### src/core/wwd_cfg.svh
// Purpose: offsets, field positions, reset values and codes of the watchdog
// Assumes: 8-bit register port, 3-bit word address
// Notes:   definitions only
`ifndef WWD_CFG_SVH
`define WWD_CFG_SVH

// register word addresses
`define WWD_ADDR_CTRL0      3'h0
`define WWD_ADDR_CTRL1      3'h1
`define WWD_ADDR_STATUS     3'h2
`define WWD_ADDR_CAUSE      3'h3

// control register zero fields
`define WWD_C0_RUN_BIT      0
`define WWD_C0_IVL_LSB      1
`define WWD_C0_IVL_MSB      5

// status register fields
`define WWD_ST_ACTIVE_BIT   0
`define WWD_ST_ASLEEP_BIT   1
`define WWD_ST_ARMED_BIT    2

// reset cause register fields, all active low
`define WWD_CA_SLEEP_BIT    0
`define WWD_CA_EXPIRY_BIT   1
`define WWD_CA_WDRST_BIT    2
`define WWD_CA_SPAN_BIT     3

// interval select codes and prescale arithmetic
`define WWD_IVL_ALL_ONES    5'h1f
`define WWD_IVL_DEFAULT     5'h0b
`define WWD_IVL_MAX_VALID   5'h12
`define WWD_IVL_MIN         5'h00
`define WWD_IVL_BASE_SHIFT  5'h05
`define WWD_EIGHTH_SHIFT    5'h03

// open span codes
`define WWD_SPAN_FULL       3'h7

// mode fuse codes
`define WWD_MODE_OFF        2'h0
`define WWD_MODE_SOFT       2'h1
`define WWD_MODE_AWAKE      2'h2
`define WWD_MODE_ALWAYS     2'h3

`endif

### src/core/wwd_pkg.sv
// Purpose: shared types of the windowed watchdog
// Assumes: constants live in wwd_cfg.svh
// Notes:   types only
package wwd_pkg;
   typedef logic [7:0] wwd_byte_t;
   typedef logic [2:0] wwd_addr_t;
   typedef logic [1:0] wwd_mode_t;
   typedef logic [4:0] wwd_ivl_t;
   typedef logic [2:0] wwd_span_t;
endpackage : wwd_pkg

### src/core/wwd_core.sv
// Purpose: windowed watchdog with fuse modes, window and sleep wake
// Assumes: all inputs synchronous to core_clk; firmware-only register port
// Notes:   reset and wake requests are one-cycle pulses to the system
// Behaviour
// - mode 11 counts always, sleep included
// - mode 10 counts awake, stops in sleep
// - mode 01 follows software run enable bit
// - mode 00 never counts
// - interval code n gives 2^(5+n) prescale
// - reserved interval codes give minimum interval
// - interval resets to fuse value or default
// - interval read-only unless fuse all ones
// - slow oscillator ticks form the time base
// - kick outside open share resets device
// - span from fuse, or register if 111
// - violation clears span flag; firmware sets it
// - counter cleared on listed events
// - kick needs prior arming read in windowed mode
// - sleep entry and exit clear; settle holds zero
// - expiry in sleep wakes, updates flags, no reset
// - divider changes leave counter alone
// - awake expiry without kick resets device
// - span code sets open share in eighths
// - armed status bit is readable
`timescale 1ns/1ps
`include "wwd_cfg.svh"
module wwd_core (
   input  wire logic               core_clk,
   input  wire logic               rst_n,
   input  wire wwd_pkg::wwd_addr_t reg_addr,
   input  wire wwd_pkg::wwd_byte_t reg_wdata,
   input  wire logic               reg_wr,
   input  wire logic               reg_rd,
   output wwd_pkg::wwd_byte_t      reg_rdata,
   input  wire wwd_pkg::wwd_mode_t watchdog_mode_fuse,
   input  wire wwd_pkg::wwd_ivl_t  fuse_interval,
   input  wire wwd_pkg::wwd_span_t fuse_open_span,
   input  wire logic               kick_instruction,
   input  wire logic               sleep_active,
   input  wire logic               settle_busy,
   input  wire logic               lf_tick,
   output logic                    wdt_reset_req,
   output logic                    wake_req
);
   import wwd_pkg::*;

   // control and status state
   wwd_ivl_t    interval_reg;
   logic        software_run_enable_reg;
   wwd_span_t   span_reg;
   logic        armed_reg;
   logic        sleep_reg;
   logic        span_violation_n_reg;
   logic        expiry_reset_cause_n_reg;
   logic        expiry_flag_n_reg;
   logic        sleep_flag_n_reg;
   logic        reset_req_reg;
   logic        wake_req_reg;
   wwd_byte_t   rdata_reg;
   wwd_byte_t   rdata_next;

   // decoded events
   logic        active;
   logic        wr_ctrl0;
   logic        wr_ctrl1;
   logic        wr_cause;
   logic        rd_ctrl0;
   logic        sleep_enter;
   logic        sleep_exit;
   logic        kick_seen;
   logic        kick_ok;
   logic        violation;
   logic        counter_clear;
   logic        expire;
   logic        span_open;
   logic        windowed;
   logic [2:0]  eighth;
   logic [22:0] count;

   // address decode shared by the write and read paths
   function automatic logic hit(input wwd_addr_t a, input wwd_addr_t want);
      hit = (a == want);
   endfunction : hit

   assign wr_ctrl0 = reg_wr && hit(reg_addr, `WWD_ADDR_CTRL0);
   assign wr_ctrl1 = reg_wr && hit(reg_addr, `WWD_ADDR_CTRL1);
   assign wr_cause = reg_wr && hit(reg_addr, `WWD_ADDR_CAUSE);
   assign rd_ctrl0 = reg_rd && hit(reg_addr, `WWD_ADDR_CTRL0);

   // operating mode from the fuse, sleep state and run enable
   always_comb begin
      case (watchdog_mode_fuse)
         `WWD_MODE_ALWAYS: active = 1'b1;
         `WWD_MODE_AWAKE:  active = !sleep_active;
         `WWD_MODE_SOFT:   active = software_run_enable_reg;
         `WWD_MODE_OFF:    active = 1'b0;
         default:          active = 1'b0;
      endcase
   end

   // sleep edges, seen in the same cycle the level moves
   always_ff @(posedge core_clk) begin
      if (!rst_n)
         sleep_reg <= 1'b0;
      else
         sleep_reg <= sleep_active;
   end
   assign sleep_enter = sleep_active && !sleep_reg;
   assign sleep_exit  = !sleep_active && sleep_reg;

   // kicks only count while the watchdog runs and the core is awake
   assign kick_seen = kick_instruction && active && !sleep_active;
   assign kick_ok   = !windowed || (armed_reg && span_open);
   assign violation = kick_seen && !kick_ok;

   // every event that restarts the period, our own reset included
   assign counter_clear = reset_req_reg || (kick_seen && kick_ok) ||
                          sleep_enter || sleep_exit || !active ||
                          settle_busy || wr_ctrl0 || wr_ctrl1;

   wwd_interval_timer u_timer (
      .core_clk      (core_clk),
      .rst_n         (rst_n),
      .clear         (counter_clear),
      .run           (active),
      .lf_tick       (lf_tick),
      .interval_code (interval_reg),
      .count         (count),
      .eighth        (eighth),
      .expire        (expire)
   );

   wwd_span_gate u_gate (
      .core_clk  (core_clk),
      .rst_n     (rst_n),
      .span_code (span_reg),
      .eighth    (eighth),
      .span_open (span_open),
      .windowed  (windowed)
   );

   // interval select: fuse value or default at reset, software-owned
   // only when the fuse leaves it open; our own reset reloads it too
   always_ff @(posedge core_clk) begin
      if (!rst_n || reset_req_reg) begin
         if (fuse_interval == `WWD_IVL_ALL_ONES)
            interval_reg <= `WWD_IVL_DEFAULT;
         else
            interval_reg <= fuse_interval;
      end else if (wr_ctrl0 && fuse_interval == `WWD_IVL_ALL_ONES) begin
         interval_reg <= reg_wdata[`WWD_C0_IVL_MSB:`WWD_C0_IVL_LSB];
      end
   end

   // software run enable always writable, read only matters in mode 01
   always_ff @(posedge core_clk) begin
      if (!rst_n || reset_req_reg)
         software_run_enable_reg <= 1'b0;
      else if (wr_ctrl0)
         software_run_enable_reg <= reg_wdata[`WWD_C0_RUN_BIT];
   end

   // open span select: fuse value, software-owned only if fuse is 111
   always_ff @(posedge core_clk) begin
      if (!rst_n || reset_req_reg)
         span_reg <= fuse_open_span;
      else if (wr_ctrl1 && fuse_open_span == `WWD_SPAN_FULL)
         span_reg <= reg_wdata[2:0];
   end

   // arming: a read of control zero arms; any counter clear disarms,
   // and a clear in the same cycle wins so a new period needs a new read
   always_ff @(posedge core_clk) begin
      if (!rst_n)
         armed_reg <= 1'b0;
      else if (counter_clear)
         armed_reg <= 1'b0;
      else if (rd_ctrl0)
         armed_reg <= 1'b1;
   end

   // reset and wake requests, one cycle each
   always_ff @(posedge core_clk) begin
      if (!rst_n) begin
         reset_req_reg <= 1'b0;
         wake_req_reg  <= 1'b0;
      end else begin
         reset_req_reg <= violation ||
                          (expire && !sleep_active);
         wake_req_reg  <= expire && sleep_active;
      end
   end
   assign wdt_reset_req = reset_req_reg;
   assign wake_req      = wake_req_reg;

   // span violation flag: hardware clear beats a firmware set
   always_ff @(posedge core_clk) begin
      if (!rst_n)
         span_violation_n_reg <= 1'b1;
      else if (violation)
         span_violation_n_reg <= 1'b0;
      else if (wr_cause && reg_wdata[`WWD_CA_SPAN_BIT])
         span_violation_n_reg <= 1'b1;
   end

   // watchdog reset cause: marked by any expiry, sleep included
   always_ff @(posedge core_clk) begin
      if (!rst_n)
         expiry_reset_cause_n_reg <= 1'b1;
      else if (expire)
         expiry_reset_cause_n_reg <= 1'b0;
      else if (wr_cause && reg_wdata[`WWD_CA_WDRST_BIT])
         expiry_reset_cause_n_reg <= 1'b1;
   end

   // expiry and power-down flags; a sleep expiry drops both
   always_ff @(posedge core_clk) begin
      if (!rst_n) begin
         expiry_flag_n_reg <= 1'b1;
         sleep_flag_n_reg  <= 1'b1;
      end else if (expire) begin
         expiry_flag_n_reg <= 1'b0;
         sleep_flag_n_reg  <= !sleep_active;
      end else if (wr_cause) begin
         if (reg_wdata[`WWD_CA_EXPIRY_BIT])
            expiry_flag_n_reg <= 1'b1;
         if (reg_wdata[`WWD_CA_SLEEP_BIT])
            sleep_flag_n_reg <= 1'b1;
      end
   end

   // read mux; unmapped words and reserved bits read as zero
   always_comb begin
      rdata_next = 8'h00;
      case (reg_addr)
         `WWD_ADDR_CTRL0: begin
            rdata_next[`WWD_C0_IVL_MSB:`WWD_C0_IVL_LSB] = interval_reg;
            rdata_next[`WWD_C0_RUN_BIT] = software_run_enable_reg;
         end
         `WWD_ADDR_CTRL1: begin
            rdata_next[2:0] = span_reg;
         end
         `WWD_ADDR_STATUS: begin
            rdata_next[`WWD_ST_ARMED_BIT]  = armed_reg;
            rdata_next[`WWD_ST_ASLEEP_BIT] = sleep_active;
            rdata_next[`WWD_ST_ACTIVE_BIT] = active;
         end
         `WWD_ADDR_CAUSE: begin
            rdata_next[`WWD_CA_SPAN_BIT]   = span_violation_n_reg;
            rdata_next[`WWD_CA_WDRST_BIT]  = expiry_reset_cause_n_reg;
            rdata_next[`WWD_CA_EXPIRY_BIT] = expiry_flag_n_reg;
            rdata_next[`WWD_CA_SLEEP_BIT]  = sleep_flag_n_reg;
         end
         default: rdata_next = 8'h00;
      endcase
   end

   // read data stands only in the cycle after the strobe
   always_ff @(posedge core_clk) begin
      if (!rst_n)
         rdata_reg <= 8'h00;
      else if (reg_rd)
         rdata_reg <= rdata_next;
      else
         rdata_reg <= 8'h00;
   end
   assign reg_rdata = rdata_reg;
endmodule : wwd_core

### src/core/wwd_interval_timer.sv
// Purpose: prescaled counter of low-frequency ticks with expiry pulse
// Assumes: lf_tick is a one-cycle pulse per low-frequency period
// Notes:   one counter serves as prescaler and period counter
`timescale 1ns/1ps
`include "wwd_cfg.svh"
module wwd_interval_timer (
   input  wire logic              core_clk,
   input  wire logic              rst_n,
   input  wire logic              clear,
   input  wire logic              run,
   input  wire logic              lf_tick,
   input  wire wwd_pkg::wwd_ivl_t interval_code,
   output logic [22:0]            count,
   output logic [2:0]             eighth,
   output logic                   expire
);
   import wwd_pkg::*;

   logic [22:0] count_reg;
   logic [22:0] count_next;
   logic        expire_reg;
   logic [4:0]  shift;
   logic        at_last;

   // reserved codes fall back to the shortest interval
   function automatic logic [4:0] ivl_shift(input wwd_ivl_t code);
      if (code > `WWD_IVL_MAX_VALID)
         ivl_shift = `WWD_IVL_MIN + `WWD_IVL_BASE_SHIFT;
      else
         ivl_shift = code + `WWD_IVL_BASE_SHIFT;
   endfunction : ivl_shift

   // last count of a period of 2^shift ticks
   function automatic logic [22:0] last_of(input logic [4:0] s);
      logic [23:0] full;
      full    = 24'h1 << s;
      last_of = 23'(full - 24'h1);
   endfunction : last_of

   assign shift   = ivl_shift(interval_code);
   assign at_last = (count_reg == last_of(shift));
   assign eighth  = 3'(count_reg >> (shift - `WWD_EIGHTH_SHIFT));
   assign count   = count_reg;
   assign expire  = expire_reg;

   // counts ticks of the slow time base only, so oscillator divider
   // changes of the core clock leave it alone
   always_comb begin
      count_next = count_reg;
      if (clear || !run)
         count_next = 23'h0;
      else if (lf_tick)
         count_next = at_last ? 23'h0 : count_reg + 23'h1;
   end

   always_ff @(posedge core_clk) begin
      if (!rst_n)
         count_reg <= 23'h0;
      else
         count_reg <= count_next;
   end

   // expiry pulse one cycle after the last tick
   always_ff @(posedge core_clk) begin
      if (!rst_n)
         expire_reg <= 1'b0;
      else
         expire_reg <= run && !clear && lf_tick && at_last;
   end
endmodule : wwd_interval_timer

### src/core/wwd_span_gate.sv
// Purpose: decides whether a kick lands in the open part of the period
// Assumes: eighth is the elapsed share of the period in eighths
// Notes:   closed delay first, open share at the end
`timescale 1ns/1ps
`include "wwd_cfg.svh"
module wwd_span_gate (
   input  wire logic           core_clk,
   input  wire logic           rst_n,
   input  wire wwd_pkg::wwd_span_t span_code,
   input  wire logic [2:0]     eighth,
   output logic                span_open,
   output logic                windowed
);
   import wwd_pkg::*;

   // open when the delay share (7 - code eighths) has passed
   assign windowed  = (span_code != `WWD_SPAN_FULL);
   assign span_open = !windowed ||
                      (eighth >= (`WWD_SPAN_FULL - span_code));
endmodule : wwd_span_gate

### config.mk
export PLATFORM = sky130hd
export DESIGN_NAME = wwd_core
export DESIGN_NICKNAME = d
export VERILOG_FILES = /design/src/core/wwd_pkg.sv /design/src/core/wwd_core.sv /design/src/core/wwd_interval_timer.sv /design/src/core/wwd_span_gate.sv
export VERILOG_INCLUDE_DIRS = /design/src /design/src/core
export SDC_FILE = /design/constraint.sdc
export NUM_CORES = 1
export LEC_CHECK = 0
export BUFFER_PORTS_ARGS = -buffer_cell sky130_fd_sc_hd__buf_4
export CAP_MARGIN = 25
export CORE_MARGIN = 10
export CORE_UTILIZATION = 45
export DETAILED_ROUTE_END_ITERATION = 7
export PLACE_DENSITY = 0.69
export SYNTH_ARGS = -nofsm -noshare
export SYNTH_HDL_FRONTEND = slang
export SYNTH_HIERARCHICAL = 1
export SYNTH_SLANG_ARGS = --single-unit
### constraint.sdc
create_clock -name core_clk -period 11.6 [get_ports core_clk]
set_input_delay 2.32 -clock core_clk [delete_from_list [all_inputs] [get_ports core_clk]]
set_output_delay 2.32 -clock core_clk [all_outputs]
set_load 0.01 [all_outputs]
==> metrics.cfg, run 1 <==
[outcome]
outcome=completed

[yosys]
synth_commonest_cells=nand2_1, dfxtp_1, nor2_1, nand3_1, xnor2_1
synth_area_sq_mm=0.00457
synth_top_family_by_area=simple AND/OR/NAND/NOR gates
yosys-top-cells-area=dfxtp_1, mux4_2, edfxtp_1, xnor2_1, xor2_1
synth.top_cell.area_share=0.171
syn_area_per_cell_sq_um=8.49
synth_edf_count=8
yosysMostFrequentCell=nand2_1
ys_types=86
synth_xor_area_frac=0.105
synthFlopType=dfxtp_1
synthAdderAreaFrac=0.0329
synth_compound_area_frac=0.158
syn_inst=538
ys_seq_elements=47
ys_seq_area_frac=0.224
synth-simple-area-share=0.328
synth.area.mux_share=0.0978
yosysTopAreaCell=dfxtp_1
synthArstFlopShare=0
ys_warn_count=6

[drt]
ant_nets=0
via_per_inst=6.18
via_count=4179
dr.pass1.iters=6
wl_mm=12.1
drtIter0Drc=335
drc=0
wire_per_inst_microns=17.9

[sta]
skew_ns=0.0108
hold_violations=0
final_max_slew_viol_count=0
layout_min_cycle_time_ns=6.28
max_freq_mhz=159
tightest_slew_ns=0.894
tns_ns=0
slew_headroom=0.399
setup_violations=0
timing.final.crit_share=0.542
timing.hold.ws_ns=0.524
rsz0062_at_grt=false

[die]
start_util=0.465
die_area_sq_mm=0.0146
fp.dieW_microns=121
dieHeight_microns=121
rows=36
io_pins=39
core_sq_mm=0.00982

[placement]
place_area_sq_mm=0.00480
dp_hpwl_mm=9.24
gp_congestion=0.993
port_buffers=34
placed_cells=668

[power_and_ir_drop]
peakVddDrop_v=0.0000731
p_per_area_mw_per_mm2=95.9
p_leak_uw=0.00170

[worst_hold_path]
hold_class=reg -> reg
min_to=reg_rdata[3]
min_path_cells=2
min_from=span_violation_n_reg

[cells_and_area]
drive_gt1_frac=0.203
syn_to_final_growth_pct=7.15
final_area_sq_mm=0.00489
nets=583
largest_register_ffs=23
diodes=0
instances_no_fill=676
final_core_util=0.498

[clocking]
clockBufferDepth=2
cts_resized=0
numCtsBuffers=5
htree_levels=2
clk_pin_slew_ns=0.08
post-cts-setup-buffer-count=0
clock_sinks=47
clock_latency_ns=0.32
hold_buffers=0
cts_root_buf=clkbuf_8
cts_tree=yes

[setup_path]
start_kind=flop
cp.required_ns=11.83
criticalPathCategory=reg -> reg
reg2reg_to=u_timer/expire
r2r-start=interval_reg[0]
cp-end-kind=flop
reg2reg_depth=21
r2r_slack_ns=5.32
worst_ep_arrival_time_ns=6.51
critPathMaxFanout=23

[global_route]
overflow=0
grt_util_all_layers=0.164
grt_pass1_vias=3998
grt_max_degree=24
antenna_found_initial=0
grt_pass1_wl_mm=19.9

[job]
maxCapViolCount=0

## kinds of logic after synthesis
family	count (synthesis)
AO/OA/AOI/OAI	98
XOR/XNOR	54
adder cells (fa/ha/maj)	12
buffers and inverters	52
flip-flops	47
multiplexers	29
other	1
AND/OR/NAND/NOR	245
## per-layer routing
metal | routed length (microns) | GRT usage
met1 | 5420 | 0.206
met2 | 5660 | 0.268
met3 | 748 | 0.0284
met4 | 286 | 0.0716
met5 | 0 | 0
## layout by cell type (no fill, tap or decap), types with 6 or more instances in the layout
cell and instances:
nor3_1 12, edfxtp_1 8, buf_4 35, or3_1 8, mux4_2 11, nand3_1 28, mux2i_1 15, a21oi_1 18
ha_1 12, o21ai_1 6, a31oi_1 6, nor2_1 30, nor3_2 21, xnor2_1 27, and3_1 8, o211ai_1 7
inv_1 11, clkbuf_8 6, xor2_1 26, nand4_1 13, nor2b_1 8, o21ai_0 16, nand2_1 56, dfxtp_1 39
nand2b_1 11
## layout make-up
cell class | instances | area [sq um]
multi-input cells | 440 | 3300
inverters | 13 | 48.8
fillers | 986 | 4930
flip-flops and latches | 47 | 1020
clock buffers | 7 | 86.3
well taps | 133 | 166
clock inverters | 1 | 3.75
repair buffers | 35 | 263
## where the power goes
part / internal [uW] / switching [uW] / leakage (uW)
clock network: 47.8 / 56.8 / 0.0000459
logic: 76.3 / 113 / 0.00126
registers: 170 / 5.86 / 0.000395
total: 294 / 175 / 0.00170
## metrics by stage
| stage | setup WS [ns] | total power [uW] |
|---|---|---|
| 3_3_place_gp | 5.46 | 360 |
| 4_1_cts | 5.33 | 469 |
| 5_1_grt | 4.92 | 493 |
| 6_report | 5.32 | 469 |
| 2_1_floorplan | 6.14 | 322 |
| 3_5_place_dp | 5.38 | 364 |
## critical path: stages (launching register included)
cell and delay, ns:
edfxtp_1 0.54, inv_1 0.11, ha_1 0.18, and2b_1 0.29
or2_2 0.30, nand2_1 0.09, nand2b_1 0.14, inv_1 0.11
ha_1 0.60, ha_1 0.50, mux4_2 0.57, a211oi_1 0.27
a211o_1 0.13, o21ai_0 0.18, ha_1 0.34, o21ai_0 0.17
o21ai_1 0.08, a21bo_2 0.23, nand4bb_2 0.09, or3b_1 0.37
or2_2 0.57, nor4_1 0.33
## worst max path at each step
stage,slack (ns),start,to
2_1_floorplan,6.14,interval_reg[0],u_timer/count[10]
3_3_place_gp,5.46,interval_reg[0],u_timer/expire
3_5_place_dp,5.38,interval_reg[0],u_timer/expire
4_1_cts,5.33,interval_reg[0],u_timer/expire
5_1_grt,4.92,interval_reg[0],u_timer/expire
6_report,5.32,interval_reg[0],u_timer/expire
Power figures use the tool's default switching activity.
==> inputs of run 2 (changes only) <==
--- a/config.mk
+++ b/config.mk
@@ -6,6 +6,7 @@
 export SDC_FILE = /design/constraint.sdc
 export NUM_CORES = 1
 export LEC_CHECK = 0
+export ABC_AREA = 1
 export BUFFER_PORTS_ARGS = -buffer_cell sky130_fd_sc_hd__buf_4
 export CAP_MARGIN = 25
 export CORE_MARGIN = 10
==> constraint.sdc (replaced) <==
create_clock -name core_clk -period 6.41 [get_ports core_clk]
set_input_delay 1.282 -clock core_clk [delete_from_list [all_inputs] [get_ports core_clk]]
set_output_delay 1.282 -clock core_clk [all_outputs]
set_load 0.01 [all_outputs]
==> run 2 against run 1 <==
Compared with the run above: hold slack lost 0.029 ns; non-clock buffer count did not move; register-to-register slack lost 4.3 ns; combinational power up 110%; design area shrank 0.56%; synthesized area is 3.0% lower; synthesized cell count is 39% higher.
==> metrics.cfg, run 2 <==
[sta]
final_max_slew_viol_count=0  ; unchanged
timing.final.crit_share=0.841  ; +0.300
rsz0062_at_grt=false
hold_violations=0  ; unchanged
layout_min_cycle_time_ns=5.39  ; -0.892 ns
tns_ns=0  ; unchanged
skew_ns=0.0119  ; +0.00114 ns
max_freq_mhz=185  ; +17%
slew_headroom=0.518  ; +0.118
setup_violations=0  ; unchanged
tightest_slew_ns=0.721  ; -0.173 ns
setup_ws_ns=1.02  ; -4.30 ns

[power_and_ir_drop]
seqPwrFrac=0.350  ; -0.024
switchingPower_uw=378  ; +120%
clkPwrFrac=0.206  ; -0.017
p_int_uw=516  ; +75%
combPwrFrac=0.443  ; +0.040
p_leak_uw=0.00242  ; +42%
p_sw_frac=0.423  ; +0.0493
p_per_area_mw_per_mm2=184  ; +92%
peakVddDrop_v=0.000158  ; +120%

[yosys]
synthFlopType=dfxtp_1
synth_xor_area_frac=0.0633  ; -0.0420
yosys-top-cells-area=nand2_1, dfxtp_1, inv_1, nand3_1, nor2_1
ys_seq_area_frac=0.230  ; +0.00682
synth_edf_count=8  ; unchanged
synth.top_cell.area_share=0.193  ; +0.0222
ys_types=43  ; -50%
synth-simple-area-share=0.456  ; +0.128
yosysTopAreaCell=nand2_1
synth_top_family_by_area=simple AND/OR/NAND/NOR gates
synthAdderAreaFrac=0.0339  ; +0.00100
ys_warn_count=6  ; unchanged
synth_compound_area_frac=0.106  ; -0.0522
ys_seq_elements=47  ; unchanged
syn_area_per_cell_sq_um=5.92  ; -30%
syn_inst=749  ; +39%
synth_commonest_cells=nand2_1, inv_1, nor2_1, nand3_1
synthArstFlopShare=0  ; unchanged
yosysMostFrequentCell=nand2_1
synth_area_sq_mm=0.00443  ; -3.0%
synth.area.mux_share=0  ; -0.0978

[cells_and_area]
largest_register_ffs=23  ; unchanged
diodes=0  ; unchanged
syn_to_final_growth_pct=9.80
multi_input_area_sq_mm=0.00293  ; -11%
final_common_cell=nand2_1
nFillCells=1021  ; +3.5%
drive_gt1_frac=0.108  ; -0.0946
nets=818  ; +40%
seq_area_sq_mm=0.00102  ; unchanged
layout_common_cells=nand2_1, inv_1, nor2_1

[drt]
ant_nets=0  ; unchanged
dr.pass1.iters=5  ; -1
drtIter0Drc=401  ; +20%
wire_per_inst_microns=14.4  ; -20%
wl_met1_mm=5.99  ; +10%
via_count=4757  ; +14%
met2WireLength_mm=6.15  ; +8.7%
drc=0  ; unchanged
top_layer=met4
wl_mm=13.1  ; +7.9%
via_per_inst=5.22  ; -16%
dr_wl_met3_microns=627  ; -16%

[die]
core_sq_mm=0.00968  ; -1.4%
io_pins=39  ; unchanged
start_util=0.457  ; -0.00747
fp.dieW_microns=119  ; -1.2%
die_area_sq_mm=0.0142  ; -2.5%
dieHeight_microns=119  ; -1.2%
rows=36  ; unchanged

[setup_path]
criticalPathCategory=reg -> reg
worst_ep_arrival_time_ns=5.63  ; -0.88 ns
cp-end-kind=flop
critical_path.slowest_cell=ha_1
start_kind=flop
reg2reg_depth=28  ; +33%
critPathMaxFanout=20  ; -13%
cp_common_cell=nand2_1
cp.required_ns=6.64  ; -5.19 ns
max_stage_delay_ns=0.65  ; +0.05 ns

[clocking]
htree_levels=2  ; unchanged
clock_latency_ns=0.32  ; about the same
cts_resized=0  ; unchanged
cts_root_buf=clkbuf_8
post-cts-setup-buffer-count=0  ; unchanged
clockBufferDepth=2  ; unchanged
cts_tree=yes
hold_buffers=0  ; unchanged
numCtsBuffers=5  ; unchanged
clock_sinks=47  ; unchanged
clk_pin_slew_ns=0.10  ; +0.02 ns

[worst_hold_path]
hold_class=reg -> reg
min_path_cells=2  ; unchanged

[placement]
port_buffers=34  ; unchanged
detailedPlace.worstSlack_ns=1.05  ; -4.32 ns
dp_hpwl_mm=10.8  ; +17%
gp_congestion=0.950  ; -4.4%

[global_route]
antenna_found_initial=0  ; unchanged
grt_max_degree=46  ; +92%
grt_pass1_vias=4492  ; +12%
overflow=0  ; unchanged
grt_pass1_wl_mm=21.5  ; +8.1%
grt_util_all_layers=0.183  ; +0.0192

[outcome]
outcome=completed

[job]
maxCapViolCount=0  ; unchanged

[run 2: cell types whose count changed in the layout (fill, tap and decap cells not counted), moves of 14 or more]
cell	change
nor2_2	+14
o21ai_0	+23
inv_1	+88
mux2i_1	-15
nor2_1	+60
nand3_1	+42
nor3_2	-19
nand2_1	+172
xnor2_1	-25
[run 2: power groups by stage]
stage                     Sequential [uW]  Clock [uW]  Combinational, uW
after global routing                  314         205                453
final                                 313         184                396
after CTS                             313         193                393
after detailed placement              320           0                391
after floorplan                       319           0                296
after global placement                320           0                386
[run 2: kinds of logic (layout without fill, tap and decap cells)]
group | count (synthesis) | count (layout)
buf+inv | 121 | 149
simple gates | 451 | 451
compound gates | 85 | 85
other cells | 1 | 2
flops | 47 | 47
xor+xnor | 32 | 32
fa+ha+maj | 12 | 12
[run 2: final timing paths]
path / start / to / slack [ns]
setup / recovery: interval_reg[0] / u_timer/count[9] / 1.02
hold / removal: u_timer/expire / wdt_reset_req / 0.49
setup reg to reg: interval_reg[0] / u_timer/count[9] / 1.02
hold reg to reg: u_timer/expire / wdt_reset_req / 0.49
[run 2: per-stage QoR]
stage	std cells	cell area, sq um	total power (uW)	hold WS [ns]	utilization
2_1_floorplan	750	4430	614	0.444	-
3_3_place_gp	903	4780	706	0.490	0.493
3_5_place_dp	903	4780	712	0.483	0.493
4_1_cts	911	4860	899	0.509	0.502
5_1_grt	911	4860	972	0.520	0.502
6_report	911	4860	894	0.494	0.502
[run 2: critical path: cells and delay by family, from the launching register on]
family | cells | cell delay [ns]
adder cells (fa/ha/maj) | 3 | 1.07
buffers and inverters | 6 | 0.92
flip-flops | 1 | 0.48
AND/OR/NAND/NOR | 15 | 2.03
AO/OA/AOI/OAI | 4 | 0.79
[run 2: per-layer routing]
layer	global-route usage	vias to the layer above
met5	0	-
met4	0.0733	0
met3	0.0241	22
met2	0.303	125
met1	0.234	2174
li1	-	2436
[run 2: layout make-up]
type                    instances  area share
well taps                     133      0.0342
clock buffers                   6      0.0149
repair buffers                 35      0.0540
inverters                     106      0.0818
clock inverters                 2     0.00334
flip-flops and latches         47       0.210
multi-input cells             582       0.602
